File: src/pkg/tcr_pkg.sv
// Package: register addresses, field layout and sizes for the context registers
package tcr_pkg;
    localparam int          NUM_CTX        = 4;
    localparam int          CTX_W          = 2;
    localparam int          XLEN           = 32;
    localparam logic [4:0]  COP_REG_NUM    = 5'h02;
    localparam logic [2:0]  SEL_BINDING    = 3'h2;
    localparam logic [2:0]  SEL_RESUME     = 3'h3;
    localparam int          IDX_HI         = 28;
    localparam int          IDX_LO         = 21;
    localparam int          ZERO_HI        = 20;
    localparam int          ZERO_LO        = 18;
    localparam int          FAULT_BIT      = 17;
    localparam int          VCPU_HI        = 3;
    localparam int          VCPU_LO        = 0;
    localparam logic        FAULT_RST      = 1'b0;
    localparam logic [3:0]  VCPU_RST_CTX0  = 4'h0;
    localparam logic [XLEN-1:0] RESUME_RST = 32'h0000_0000;
    localparam int          MODE_BIT       = 0;
endpackage : tcr_pkg

File: src/pkg/tcr_ctx_if.sv
// Interface: per-context signals between the bank and one context slice
`timescale 1ns/1ps
interface tcr_ctx_if;
    import tcr_pkg::*;
    logic                wr_bind;
    logic                wr_resume;
    logic [XLEN-1:0]     wdata;
    logic                cfg_en;
    logic                fault_set;
    logic                save;
    logic [XLEN-1:0]     save_pc;
    logic                save_mode;
    logic [XLEN-1:0]     bind_val;
    logic [XLEN-1:0]     resume_val;
    logic                sw_resume_wr;
    modport bank (output wr_bind, wr_resume, wdata, cfg_en, fault_set, save,
                  save_pc, save_mode, input bind_val, resume_val,
                  sw_resume_wr);
    modport ctx  (input wr_bind, wr_resume, wdata, cfg_en, fault_set, save,
                  save_pc, save_mode, output bind_val, resume_val,
                  sw_resume_wr);
endinterface : tcr_ctx_if

File: src/design/tcr_ctx.sv
// Module: binding and resume registers of one thread context
`timescale 1ns/1ps
module tcr_ctx
    import tcr_pkg::*;
#(
    parameter logic [7:0] CTX_INDEX = 8'h00,
    parameter logic [3:0] VCPU_PRESET = 4'h0
) (
    input  wire logic clk,
    input  wire logic reset,
    tcr_ctx_if.ctx    c
);
    logic        fault;
    logic [3:0]  vcpu;
    logic [XLEN-1:0] resume;
    logic        sw_wr;

    always_ff @(posedge clk or posedge reset) begin
        if (reset) begin
            fault <= FAULT_RST;
            vcpu  <= (CTX_INDEX == 8'h00) ? VCPU_RST_CTX0 : VCPU_PRESET;
        end else begin
            // Hardware set wins over a software clear in the same cycle
            if (c.fault_set)
                fault <= 1'b1;
            else if (c.wr_bind)
                fault <= c.wdata[FAULT_BIT];
            if (c.wr_bind && c.cfg_en)
                vcpu <= c.wdata[VCPU_HI:VCPU_LO];
        end
    end

    // Restart address has no defined reset; zero keeps simulation clean
    always_ff @(posedge clk or posedge reset) begin
        if (reset) begin
            resume <= RESUME_RST;
            sw_wr  <= 1'b0;
        end else begin
            sw_wr <= c.wr_resume;
            if (c.wr_resume)
                resume <= c.wdata;
            else if (c.save)
                resume <= {c.save_pc[XLEN-1:1], c.save_mode};
        end
    end

    assign c.bind_val = {3'h0, CTX_INDEX, 3'h0, fault, 13'h0000, vcpu};
    assign c.resume_val   = resume;
    assign c.sw_resume_wr = sw_wr;
endmodule : tcr_ctx

File: src/design/tcr_bank.sv
// Module: per-context binding and resume register bank on coprocessor moves
`timescale 1ns/1ps
// Function
// - Binding at register 2 select 2, resume at select 3, per context.
// - Binding bits 28:21 read the context's own index.
// - Binding bits 20:18 always read zero.
// - Bit 17 bus-fault flag set by attributed bus error, software RW, reset 0.
// - One merged bus error may set several contexts' fault flags.
// - Unattributed bus errors may leave every fault flag untouched.
// - Bits 3:0 vcpu binding writable only while config enable set.
// - Bits 31:29 and 16:4 read zero; software writes zero.
// - Resume register is general-register wide, per context, undefined reset.
// - When halted, reads give restart address and writes change it.
// - Restart address passes a branch only after its delay slot retires.
// - Software resume write clears that context's delay-slot flag.
// - Resume write between load-linked and store-conditional fails the latter.
// - Hardware save packs pc bits 31..1 with mode in bit 0.
// - Restart takes pc bits 31..1 with zero lsb, mode from bit 0.
// - Resume reads return the last value written or saved, bit 0 unchanged.
module tcr_bank
    import tcr_pkg::*;
(
    input  wire logic                clk,
    input  wire logic                reset,
    input  wire logic                cop_wr,
    input  wire logic                cop_rd,
    input  wire logic [4:0]          cop_reg,
    input  wire logic [2:0]          cop_sel,
    input  wire logic [CTX_W-1:0]    cop_ctx,
    input  wire logic [XLEN-1:0]     cop_wdata,
    output logic [XLEN-1:0]          cop_rdata,
    output logic                     cop_rvalid,
    input  wire logic                binding_config_enable,
    input  wire logic [NUM_CTX-1:0]  data_bus_error,
    input  wire logic [NUM_CTX-1:0]  ctx_halted,
    input  wire logic [NUM_CTX-1:0]  retire_save,
    input  wire logic [XLEN-1:0]     retire_pc,
    input  wire logic                retire_in_delay_slot,
    input  wire logic                retire_mode,
    input  wire logic [CTX_W-1:0]    restart_ctx,
    input  wire logic [NUM_CTX-1:0]  load_linked_op,
    input  wire logic [NUM_CTX-1:0]  store_conditional_op,
    output logic [XLEN-1:0]          restart_pc,
    output logic                     restart_mode,
    output logic [NUM_CTX-1:0]       delay_slot_clear,
    output logic [NUM_CTX-1:0]       link_broken,
    output logic [NUM_CTX-1:0]       context_bus_fault
);
    logic [NUM_CTX-1:0]    sel_ctx;
    logic [XLEN-1:0]       bind_v   [NUM_CTX];
    logic [XLEN-1:0]       resume_v [NUM_CTX];
    logic [NUM_CTX-1:0]    sw_wr;
    logic [NUM_CTX-1:0]    link_valid;
    wire hit_bind   = (cop_reg == COP_REG_NUM) && (cop_sel == SEL_BINDING);
    wire hit_resume = (cop_reg == COP_REG_NUM) && (cop_sel == SEL_RESUME);
    wire [XLEN-1:0] rd_mux = hit_bind ? bind_v[cop_ctx]
                           : hit_resume ? resume_v[cop_ctx] : '0;

    genvar g;
    generate
        for (g = 0; g < NUM_CTX; g++) begin : g_ctx
            tcr_ctx_if cif ();
            assign sel_ctx[g]      = (cop_ctx == CTX_W'(g));
            assign cif.wr_bind     = cop_wr && hit_bind && sel_ctx[g];
            // Writes to a running context are undefined; only halted accepted
            assign cif.wr_resume   = cop_wr && hit_resume && sel_ctx[g]
                                     && ctx_halted[g];
            assign cif.wdata       = cop_wdata;
            assign cif.cfg_en      = binding_config_enable;
            assign cif.fault_set   = data_bus_error[g];
            // Save only once the delay slot has retired
            assign cif.save        = retire_save[g]
                                     && !retire_in_delay_slot;
            assign cif.save_pc     = retire_pc;
            assign cif.save_mode   = retire_mode;
            assign bind_v[g]       = cif.bind_val;
            assign resume_v[g]     = cif.resume_val;
            assign sw_wr[g]        = cif.sw_resume_wr;
            tcr_ctx #(
                .CTX_INDEX   (8'(g)),
                .VCPU_PRESET (4'(g))
            ) u_ctx (
                .clk   (clk),
                .reset (reset),
                .c     (cif)
            );
            always_ff @(posedge clk or posedge reset) begin
                if (reset)
                    link_valid[g] <= 1'b0;
                else if (load_linked_op[g])
                    link_valid[g] <= 1'b1;
                else if (sw_wr[g] || store_conditional_op[g])
                    link_valid[g] <= 1'b0;
            end
        end
    endgenerate

    always_ff @(posedge clk or posedge reset) begin
        if (reset) begin
            cop_rdata         <= '0;
            cop_rvalid        <= 1'b0;
            restart_pc        <= '0;
            restart_mode      <= 1'b0;
            delay_slot_clear  <= '0;
            link_broken       <= '0;
            context_bus_fault <= '0;
        end else begin
            cop_rvalid        <= cop_rd;
            cop_rdata         <= cop_rd ? rd_mux : '0;
            restart_pc        <= {resume_v[restart_ctx][XLEN-1:1], 1'b0};
            restart_mode      <= resume_v[restart_ctx][MODE_BIT];
            delay_slot_clear  <= sw_wr;
            link_broken       <= ~link_valid;
            for (int i = 0; i < NUM_CTX; i++)
                context_bus_fault[i] <= bind_v[i][FAULT_BIT];
        end
    end
endmodule : tcr_bank

File: config.mk
export PLATFORM = sky130hd
export DESIGN_NAME = tcr_bank
export DESIGN_NICKNAME = d
export VERILOG_FILES = /design/src/pkg/tcr_pkg.sv /design/src/pkg/tcr_ctx_if.sv /design/src/design/tcr_ctx.sv /design/src/design/tcr_bank.sv
export SDC_FILE = /design/constraint.sdc
export NUM_CORES = 1
export LEC_CHECK = 0
export ABC_AREA = 1
export BUFFER_PORTS_ARGS = -buffer_cell sky130_fd_sc_hd__buf_4
export CAP_MARGIN = 20
export CELL_PAD_IN_SITES_DETAIL_PLACEMENT = 0
export CELL_PAD_IN_SITES_GLOBAL_PLACEMENT = 2
export CORE_MARGIN = 1
export CORE_UTILIZATION = 25
export CTS_CLUSTER_DIAMETER = 200
export DETAILED_ROUTE_END_ITERATION = 10
export GPL_ROUTABILITY_DRIVEN = 0
export PLACE_DENSITY = 0.68
export RECOVER_POWER = 50
export SLEW_MARGIN = 20
export SYNTH_ARGS = -nofsm -noshare
export SYNTH_HDL_FRONTEND = slang
export SYNTH_HIERARCHICAL = 1
export SYNTH_SLANG_ARGS = --single-unit
File: constraint.sdc
create_clock -name clk -period 4 [get_ports clk]
set_clock_uncertainty 0.2 [all_clocks]
set_input_delay 0.2 -clock clk [delete_from_list [all_inputs] [get_ports clk]]
set_output_delay 0.2 -clock clk [all_outputs]
set_load 0.02 [all_outputs]
==> out/summary.txt, run 1 <==
H-tree levels - 1
final setup vio count - 0
CTS tree - built
first-pass GRT wire length - 87800 um
max-cap viol count - 4
xor/xnor share of the synthesized area - 0
Net count, final - 2421
mux cell area share after synthesis - 0
CP startpoint kind - input port
Post-Synth Simple-Gate Area - 0.392
post-synthesis cell count - 2093
dpl cells - 2912
largest family of logic cells by synthesized area - simple AND/OR/NAND/NOR gates
CTS root buf - clkbuf_16
Post-DP HPWL - 35200 um
worst skew pair latency - 590 ps
maximum number of pins on one net before global-route repair - 75
Congestion Overflow GR - 0
Synth area leader - dfrtp_1
fillers - 6334
# Post-CTS Setup Buffers - 0
Hold Path Class - in -> reg
CP Class - in -> reg
routed length per instance - 18.8 um
Vias - 14041
Num CTS Buffers - 30
Avg Vias per Cell - 4.54
Leakage - 8.48 nW
RSZ-0062 raised after global routing - false
YS warnings - 6
Die Wd - 242 um
setup tns final - 0 ps
largest cells by area after synthesis - dfrtp_1 40%, nand2_1 20%, nand3_1 13%, buf_4 7.5%, nor2_1 5.3%
Sink Count - 233
Core Region - 0.0566 sq mm
Avg Inst Size Synth - 6.87 sq um
Die H - 242 um
number of global-route vias before repair - 13561
Multi-input gate area - 0.00664 sq mm
antenna-violating nets left - 0
I/O pin count - 181
IO buf count - 178
row count - 87
fin crit period - 3260 ps
synthesized cell area - 0.0144 sq mm
Starting Density - 0.254
Routed WL - 58300 um
status - finished, violations left
initial antenna violation count - 2
Clock Path Buffers - 3
Synth top area share - 0.399
Yosys cell types - 23
R2R Setup Slk - 2280 ps
DR DRC count - 0
Final Hold Violating Endpoints - 0
non-filler cells, final - 3096
pwr dens - 386 mW/mm^2
flip-flop and latch area - 0.00584 sq mm
Critical Path AT - 3500 ps
Overall Global Routing Usage - 0.197
Crit Path Max Fanout - 33
fin crit share - 0.815
initial DRC count - 1050
area grow syn2layout - 22.5%
clk slew on worst S/H paths - 60 ps
die area - 0.0585 sq mm
post-synthesis adder-cell area fraction - 0
worst path required time - 4240 ps
maximum VDD drop - 0.000325 V
headroom to the max-slew limit - -0.697
Worst setup EP type - register
failing checks - max-capacitance violations, max-slew violations
drt first pass iters - 5
Synth Area in Compound Gates - 0.0376
Slew Viols, Final - 146
Worst Tran Pin Value - 2550 ps
Seq/Total Area, Yosys - 0.406
layout cells sized above 1 - 0.0876
Max Clock Freq - 0.307 GHz
#FFs+latches synth - 233
## placed cells by master, fill, tap and decap left out, types with 3 or more instances in the layout
master,instances
clkinvlp_4,3
nor2_4,6
conb_1,109
nor3_1,8
clkinv_2,5
clkbuf_1,87
buf_4,126
clkbuf_8,4
inv_2,6
dfrtp_1,229
a21oi_1,4
o22ai_1,32
nor2_1,197
nand3_1,371
or2_2,4
dfstp_2,4
clkbuf_16,31
nor3_2,4
nor2_8,4
bufinv_16,4
inv_1,149
nand2_1,753
o21ai_1,3
o21ai_0,61
dlygate4sd3_1,130
## cell type report
cell class / count / share of cell area
repair buffers: 339 / 0.146
clock inverters: 13 / 0.0100
diodes: 1 / 0.000142
well taps: 756 / 0.0537
flip-flops and latches: 233 / 0.331
multi-input cells: 1558 / 0.377
inverters: 156 / 0.0334
clock buffers: 40 / 0.0482
## Yosys cell counts, drive strengths merged
cell type,count
nand3b,1
inv,156
o21ai,64
o22ai,32
conb,8
dfrtp,229
buf,222
clkbuf,25
nand2,753
nor2,207
a21oi,4
dfstp,4
nand3,372
or2,4
nor3,12
## cell families (layout without fill, tap and decap cells)
| group | Yosys count | count (layout) |
|---|---|---|
| AOI/OAI and AO/OA | 100 | 100 |
| DFF | 233 | 233 |
| buffers and inverters | 403 | 548 |
| other | 8 | 110 |
| and+or+nand+nor | 1349 | 1349 |
## layer usage
metal	routed length (um)	vias to the layer above	track usage
met5	0	-	0
met4	1070	0	0.0458
met3	3790	79	0.0309
met2	26400	490	0.319
met1	27000	6683	0.274
li1	-	6789	-
## power by group
| part | internal (W) | switching, W |
|---|---|---|
| registers | 0.00257 | 0.000167 |
| clock network | 0.00174 | 0.00114 |
| logic | 0.000440 | 0.000742 |
## flip-flops by register name, indices dropped and copies added, names as in the netlist
signal                      count
cop_rdata                      32
delay_slot_clear                4
g_ctx.u_ctx/c.sw_resume_wr      4
context_bus_fault               4
g_ctx.u_ctx/c.resume_val      128
restart_mode                    1
g_ctx.u_ctx/vcpu               16
link_valid                      4
cop_rvalid                      1
link_broken                     4
g_ctx.u_ctx/fault               4
restart_pc                     31
## path summary, 6_finish.rpt
check / start / endpoint / cells past startpoint
worst max register to register: g_ctx[1].u_ctx/c.sw_resume_wr / link_valid[1] / 3
max in group asynchronous: reset / g_ctx[3].u_ctx/c.resume_val[13] / 4
worst max-delay path: restart_ctx[1] / restart_pc[5] / 6
worst min register to register: g_ctx[0].u_ctx/c.sw_resume_wr / delay_slot_clear[0] / 0
worst min-delay path: retire_save[0] / g_ctx[0].u_ctx/c.resume_val[11] / 5
min in group asynchronous: reset / g_ctx[3].u_ctx/c.resume_val[2] / 3
## per-stage QoR
step	util	area [sq um]	hold slack, ps	power (W)	worst slack, ps
6_report	0.311	17600	17.8	0.00680	739
5_1_grt	0.311	17600	44.2	0.00712	669
2_1_floorplan	-	14800	31.4	0.00346	1520
3_3_place_gp	0.276	15600	-24.3	0.00385	1160
4_1_cts	0.317	17900	0.766	0.00690	1030
3_5_place_dp	0.276	15600	-17.1	0.00387	1120
## timing repair
| action | in CTS | in global routing |
|---|---|---|
| hold endpoints to repair | 371 | 0 |
| gates resized for setup | 0 | 0 |
| hold buffers | 130 | 0 |
| setup endpoints to repair | 0 | 0 |
## critical path: stages
cell,delay (ps)
dlygate4sd3_1,520
clkbuf_1,1650
inv_1,160
clkbuf_1,550
o21ai_0,250
o22ai_1,150
Power figures use the tool's default switching activity.
==> run 2, diff against run 1 <==
--- a/config.mk
+++ b/config.mk
@@ -15,7 +15,7 @@
 export CTS_CLUSTER_DIAMETER = 200
 export DETAILED_ROUTE_END_ITERATION = 10
 export GPL_ROUTABILITY_DRIVEN = 0
-export PLACE_DENSITY = 0.68
+export PLACE_DENSITY = 0.71
 export RECOVER_POWER = 50
 export SLEW_MARGIN = 20
 export SYNTH_ARGS = -nofsm -noshare
==> constraint.sdc (replaced) <==
create_clock -name clk -period 2.9 [get_ports clk]
set_clock_uncertainty 0.2 [all_clocks]
set_input_delay 0.145 -clock clk [delete_from_list [all_inputs] [get_ports clk]]
set_output_delay 0.145 -clock clk [all_outputs]
set_load 0.02 [all_outputs]
==> out/summary.txt, run 2 (synthesis results as in run 1) <==
Die H - 242 um (unchanged)
fin crit share - 0.926
Buf/Inv on CP - 6 (was 4)
failing checks - max-capacitance violations, max-slew violations (unchanged)
Starting Density - 0.254 (unchanged)
Critical Path AT - 3010 ps (was 3500 ps)
drt first pass iters - 5 (unchanged)
most common cell after layout, fill and taps aside - nand2_1 (unchanged)
WHS - 13.9 ps (was 17.8 ps)
Congestion Overflow GR - 0 (unchanged)
worst path required time - 3220 ps (was 4240 ps)
initial antenna violation count - 2 (unchanged)
max-cap viol count - 2 (was 4)
Hold Path Class - in -> reg (unchanged)
hold path startpoint - cop_ctx[1] (was retire_save[0])
met1 Use GR - 0.270 (was 0.274)
layout cells sized above 1 - 0.0932 (was 0.0876)
dpl cells - 2917 (was 2912)
FF-to-FF Start - link_valid[1] (was g_ctx[1].u_ctx/c.sw_resume_wr)
CP max stage cell - dlygate4sd3_1 (was clkbuf_1)
setup tns final - 0 ps (unchanged)
Slew Viols, Final - 71 (was 146)
Clock Path Buffers - 3 (unchanged)
initial DRC count - 1125 (was 1050)
maximum VDD drop - 0.000460 V (was 0.000325 V)
Die Wd - 242 um (unchanged)
Core Region - 0.0566 sq mm (unchanged)
routed length per instance - 18.8 um (about the same)
Max Clock Freq - 0.372 GHz
Worst Tran Pin Value - 1930 ps (was 2550 ps)
RSZ-0062 raised after global routing - false (unchanged)
Cell Area, Placed - 0.0157 sq mm (was 0.0156 sq mm)
Final Hold Violating Endpoints - 0 (unchanged)
CP startpoint kind - input port (unchanged)
row count - 87 (unchanged)
DR DRC count - 0 (unchanged)
clk slew on worst S/H paths - 60 ps (about the same)
start point of the critical path - ctx_halted[3] (was restart_ctx[1])
max reg flops - 128 (unchanged)
Top delay family on crit path - buffers and inverters (unchanged)
IO buf count - 178 (unchanged)
Net count, final - 2448 (was 2421)
I/O pin count - 181 (unchanged)
diode count - 0 (was 1)
cell mode on critical path - dlygate4sd3_1 (was clkbuf_1)
fin crit period - 2680 ps
most frequent cells in the layout - 753 x nand2_1, 371 x nand3_1, 229 x dfrtp_1, 197 x nor2_1, 149 x inv_1 (unchanged)
critical path's largest stage delay - 620 ps (was 1650 ps)
CTS root buf - clkbuf_16 (unchanged)
Worst setup EP type - register (unchanged)
final setup vio count - 0 (unchanged)
die area - 0.0585 sq mm (unchanged)
Avg Vias per Cell - 4.52 (was 4.54)
met3 layer usage reported by global route - 0.0334 (was 0.0309)
first-pass GRT wire length - 87500 um (was 87800 um)
GRT busiest layer - met2 (unchanged)
worst skew pair latency - 590 ps (about the same)
Vias - 14114 (was 14041)
Post-DP HPWL - 35000 um (was 35200 um)
non-filler cells, final - 3126 (was 3096)
area grow syn2layout - 25.4% (was 22.5%)
met2 Resource Use GR - 0.316 (was 0.319)
Routed WL - 58700 um (was 58300 um)
Overall Global Routing Usage - 0.196 (was 0.197)
Num CTS Buffers - 31 (was 30)
Crit Path Max Fanout - 18 (was 33)
worst-path cell chain - dlygate4sd3_1, buf_4, nand3_1, dlygate4sd3_1, nor3_4, buf_12, buf_12, nor2_8, nand2_1, nand3_1, dlygate4sd3_1 (was dlygate4sd3_1, clkbuf_1, inv_1, clkbuf_1, o21ai_0, o22ai_1)
CP Class - in -> reg (unchanged)
Finished Cell Area - 0.0180 sq mm (was 0.0176 sq mm)
maximum number of pins on one net before global-route repair - 77 (was 75)
pwr dens - 525 mW/mm^2 (was 386 mW/mm^2)
status - finished, violations left (unchanged)
H-tree levels - 1 (unchanged)
CTS tree - built (unchanged)
headroom to the max-slew limit - -0.284 (was -0.697)
number of global-route vias before repair - 13633 (was 13561)
Leakage - 8.69 nW (was 8.48 nW)
Sink Count - 233 (unchanged)
antenna-violating nets left - 0 (unchanged)
-- run 2: changes by cell type in the layout (fill, tap and decap cells not counted), moves of 2 or more --
cell / before / now
inv_2: 6 / 4
clkinv_2: 5 / 8
o21ai_1: 3 / 10
dlygate4sd3_1: 130 / 146
o21ai_0: 61 / 54
buf_12: 1 / 10
clkbuf_1: 87 / 84
-- run 2: timing repair --
action | in CTS | in global routing
resized for setup | 0 | 4
hold buffers | 147 | 0
hold endpoints to repair | 419 | 0
setup endpoints to repair | 0 | 11
buffers inserted | 0 | 2
-- run 2: per-layer routing --
layer  vias to the layer above  part of all wire
met2                       438              0.46
met4                         2             0.020
met5                         -           0.00032
met3                        80             0.057
li1                       6844                 -
met1                      6750              0.46
-- run 2: layout make-up --
cell class / instances / area [sq um]
Clock inverter: 17 / 200
Timing Repair Buffer: 364 / 2950
Multi-Input combinational cell: 1559 / 6660
Fill cell: 6239 / 38600
Tap cell: 756 / 946
Sequential cell: 233 / 5840
Inverter: 156 / 591
Clock buffer: 41 / 853
-- run 2: worst paths after layout --
kind                            cells after the start                              end  slack [ps]
worst max-delay path                               11  g_ctx[3].u_ctx/c.resume_val[30]         220
worst min-delay path                                6                     cop_rdata[2]          10
worst max register to register                      4                    link_valid[1]        1300
worst min register to register                      0              delay_slot_clear[0]         190
max in group asynchronous                           4                   restart_pc[24]         520
min in group asynchronous                           3   g_ctx[3].u_ctx/c.resume_val[4]         310
-- run 2: worst min-delay path, cell delays in order --
cell	delay, ps
buf_4	300
nand2_1	90
nand2_1	60
nand2_1	40
nand2_1	50
nor2_1	50
-- run 2: where the power goes --
part           total, W  switching [W]  internal [W]
logic           0.00168        0.00104      0.000633
registers       0.00377       0.000225       0.00355
clock network   0.00403        0.00161       0.00242
total           0.00948        0.00288       0.00660
-- run 2: stage by stage --
step           utilization  setup WS, ps  power [W]
2_1_floorplan            -           475    0.00477
3_3_place_gp         0.278           507    0.00534
3_5_place_dp         0.278           433    0.00535
4_1_cts              0.323          22.7    0.00961
5_1_grt              0.319          83.1    0.00991
6_report             0.319           215    0.00948
==> run 3, diff against run 2 <==
--- a/config.mk
+++ b/config.mk
@@ -20,5 +20,4 @@
 export SLEW_MARGIN = 20
 export SYNTH_ARGS = -nofsm -noshare
 export SYNTH_HDL_FRONTEND = slang
-export SYNTH_HIERARCHICAL = 1
 export SYNTH_SLANG_ARGS = --single-unit
==> out/summary.txt, run 3 <==
Post-synth ARST share - 1.00 (unchanged)
antenna-violating nets left - 0 (unchanged)
status - completed (was finished, violations left)
start point of the critical path - cop_reg[2] (was ctx_halted[3])
Buf/Inv on CP - 5 (was 6)
layout cells sized above 1 - 0.138 (was 0.0932)
Crit Path Max Fanout - 11 (was 18)
Sink Count - 233 (unchanged)
CP max stage cell - dlygate4sd3_1 (unchanged)
Leakage - 8.36 nW (was 8.69 nW)
R2R Setup Slk - 1290 ps (was 1300 ps)
maximum VDD drop - 0.000439 V (was 0.000460 V)
Seq/Total Area, Yosys - 0.470 (was 0.406)
DR DRC count - 0 (unchanged)
most frequent cells in the layout - 700 x nand2_1, 229 x dfrtp_1, 178 x buf_4, 151 x nand3_1, 141 x nand4_1 (was 753 x nand2_1, 371 x nand3_1, 229 x dfrtp_1, 197 x nor2_1, 149 x inv_1)
Routed WL - 52200 um (was 58700 um)
Congestion Overflow GR - 0 (unchanged)
Avg Vias per Cell - 4.88 (was 4.52)
Overall Global Routing Usage - 0.204 (was 0.196)
top-count cell post-synth - nand2_1 (unchanged)
worst path required time - 3220 ps (about the same)
pwr dens - 559 mW/mm^2 (was 525 mW/mm^2)
largest cells by area after synthesis - dfrtp_1 46%, nand2_1 21%, nand4_1 7.1%, nand3_1 6.1%, nor2_1 3.7% (was dfrtp_1 40%, nand2_1 20%, nand3_1 13%, buf_4 7.5%, nor2_1 5.3%)
H-tree levels - 1 (unchanged)
row count - 81 (was 87)
drt first pass iters - 5 (unchanged)
Hold Path Sink - g_ctx[3].u_ctx.c.resume_val[20] (was cop_rdata[2])
commonest cells in the netlist - 704 x nand2_1, 229 x dfrtp_1, 151 x nand3_1 (was 753 x nand2_1, 372 x nand3_1, 229 x dfrtp_1)
WHS Path Cells - 5 (was 6)
Slew Viols, Final - 0 (was 71)
WHS - 45.6 ps (was 13.9 ps)
number of global-route vias before repair - 12549 (was 13633)
area grow syn2layout - 34.2% (was 25.4%)
clk slew on worst S/H paths - 60 ps (about the same)
final setup vio count - 0 (unchanged)
Worst setup EP type - register (unchanged)
Yosys cell types - 25 (was 23)
YS warnings - 0 (was 6)
Synthesized Nets - 1830
worst-path cell chain - dlygate4sd3_1, buf_4, nor2_1, nand2_1, nor2_1, buf_4, nand3_1, nor2_1, nand3_1, dlygate4sd3_1, nand2_1, dlygate4sd3_1 (was dlygate4sd3_1, buf_4, nand3_1, dlygate4sd3_1, nor3_4, buf_12, buf_12, nor2_8, nand2_1, nand3_1, dlygate4sd3_1)
met1 wire length - 24000 um (was 27200 um)
worst skew pair latency - 580 ps (was 590 ps)
Gates resized, CTS repair - 0 (unchanged)
Starting Density - 0.254 (about the same)
fin crit period - 2680 ps (about the same)
Vias - 12976 (was 14114)
maximum number of pins on one net before global-route repair - 109 (was 77)
DR WL met3 - 2810 um (was 3360 um)
Net count, final - 2075 (was 2448)
Worst Tran Pin Value - 1420 ps (was 1930 ps)
Critical Path AT - 3000 ps (was 3010 ps)
#FFs+latches synth - 233 (unchanged)
Synth area leader - dfrtp_1 (unchanged)
most common cell after layout, fill and taps aside - nand2_1 (unchanged)
Top delay family on crit path - buffers and inverters (unchanged)
Synth top area share - 0.461 (was 0.399)
die area - 0.0506 sq mm (was 0.0585 sq mm)
synthesized cell area - 0.0124 sq mm (was 0.0144 sq mm)
Pwr Total - 0.00931 W (was 0.00948 W)
CTS tree - built (unchanged)
hold path startpoint - retire_save[3] (was cop_ctx[1])
fin crit share - 0.924 (was 0.926)
setup tns final - 0 ps (unchanged)
diode count - 0 (unchanged)
Finished Cell Area - 0.0167 sq mm (was 0.0180 sq mm)
post-synthesis cell count - 1727 (was 2093)
CTS root buf - clkbuf_16 (unchanged)
I/O pin count - 181 (unchanged)
max reg flops - 128 (unchanged)
Max Clock Freq - 0.373 GHz (was 0.372 GHz)
first-pass GRT wire length - 78300 um (was 87500 um)
CP Class - in -> reg (unchanged)
IO buf count - 178 (unchanged)
initial DRC count - 846 (was 1125)
Primary FF master, synth - dfrtp_1 (unchanged)
Clock Path Buffers - 3 (unchanged)
Post-DP HPWL - 30100 um (was 35000 um)
critical path's largest stage delay - 580 ps (was 620 ps)
max-cap viol count - 0 (was 2)
FF-to-FF path depth - 4 (unchanged)
Worst R2R End - link_valid[1] (unchanged)
Die Wd - 225 um (was 242 um)
Cell Area, Placed - 0.0144 sq mm (was 0.0157 sq mm)
Final Hold Violating Endpoints - 0 (unchanged)
CP startpoint kind - input port (unchanged)
routed length per instance - 19.6 um (was 18.8 um)
Core Region - 0.0490 sq mm (was 0.0566 sq mm)
Die H - 225 um (was 242 um)
headroom to the max-slew limit - 0.0529 (was -0.284)
# Post-CTS Setup Buffers - 0 (unchanged)
initial antenna violation count - 1 (was 2)
routed wl met2 - 24100 um (was 27000 um)
uppermost layer routed - met5 (unchanged)
FF-to-FF Start - link_valid[1] (unchanged)
Avg Inst Size Synth - 7.20 sq um (was 6.87 sq um)
Num CTS Buffers - 30 (was 31)
RSZ-0062 raised after global routing - false (unchanged)
Hold Path Class - in -> reg (unchanged)
EDFF count, synth - 0 (unchanged)
run 3: cell count changes in the layout (fill, tap and decap cells not counted), sizes merged, moves of 8 or more:
cell         before  now
dlygate4sd3     146  130
clkbuf          122   77
nand2           753  708
a22oi             0   12
nor2            208  131
nor3             12    4
nand3           372  151
inv             156   77
buf             136  184
conb            109    1
nand4             0  141
a31oi             0   25
run 3: cell families (layout without fill, tap and decap cells):
kind of cell,after synthesis,after routing,share of synthesized area
other,1,1,0.000302
AOI/OAI and AO/OA,141,141,0.0647
and+or+nand+nor,1139,1139,0.393
DFF,233,233,0.470
buffers and inverters,213,482,0.0728
run 3: tightest hold or removal path, delay by kind of cell:
| kind | cells | cell delay, ps |
|---|---|---|
| buffers and inverters | 2 | 380 |
| AND/OR/NAND/NOR | 3 | 260 |
run 3: worst max path at each step:
stage	slack [ps]	cells after the start	endpoint
floorplan	-490	1	context_bus_fault[0]
global placement	740	10	cop_rdata[17]
detailed placement	750	10	cop_rdata[17]
CTS	260	12	g_ctx[3].u_ctx.vcpu[0]
global route	60	12	g_ctx[3].u_ctx.vcpu[1]
finish	220	12	g_ctx[3].u_ctx.vcpu[0]
run 3: repair_timing:
item / 4_1_cts / 5_1_grt
setup endpoints to repair: 0 / 0
endpoints found under the hold margin: 380 / 0
hold buffers: 130 / 0
run 3: metrics by stage:
stage               cells  setup slack (ps)   util
finish               2660               220  0.341
global route         2660              64.5  0.341
CTS                  2660               260  0.344
detailed placement   2474               746  0.295
global placement     2474               742  0.295
floorplan            1727              -492      -
run 3: routing by layer:
metal / global-route usage / vias to the layer above
met3: 0.0235 / 89
li1: - / 6165
met5: 0 / -
met4: 0.0540 / 2
met1: 0.285 / 6307
met2: 0.334 / 413
run 3: area by class of cell:
cell class                 instances  area [sq um]
clock buffer                      44           935
clock inverter                    12           160
fill                            5338         32300
inverter                          79           298
multi-input combinational       1281          5720
sequential                       233          5840
tap                              664           831
timing repair buffer             347          2890
run 3: power breakdown:
group / total [W] / leakage, nW / switching, W / internal (W)
logic: 0.00143 / 4.89 / 0.000881 / 0.000545
registers: 0.00376 / 2.91 / 0.000212 / 0.00355
clock network: 0.00413 / 0.551 / 0.00156 / 0.00257
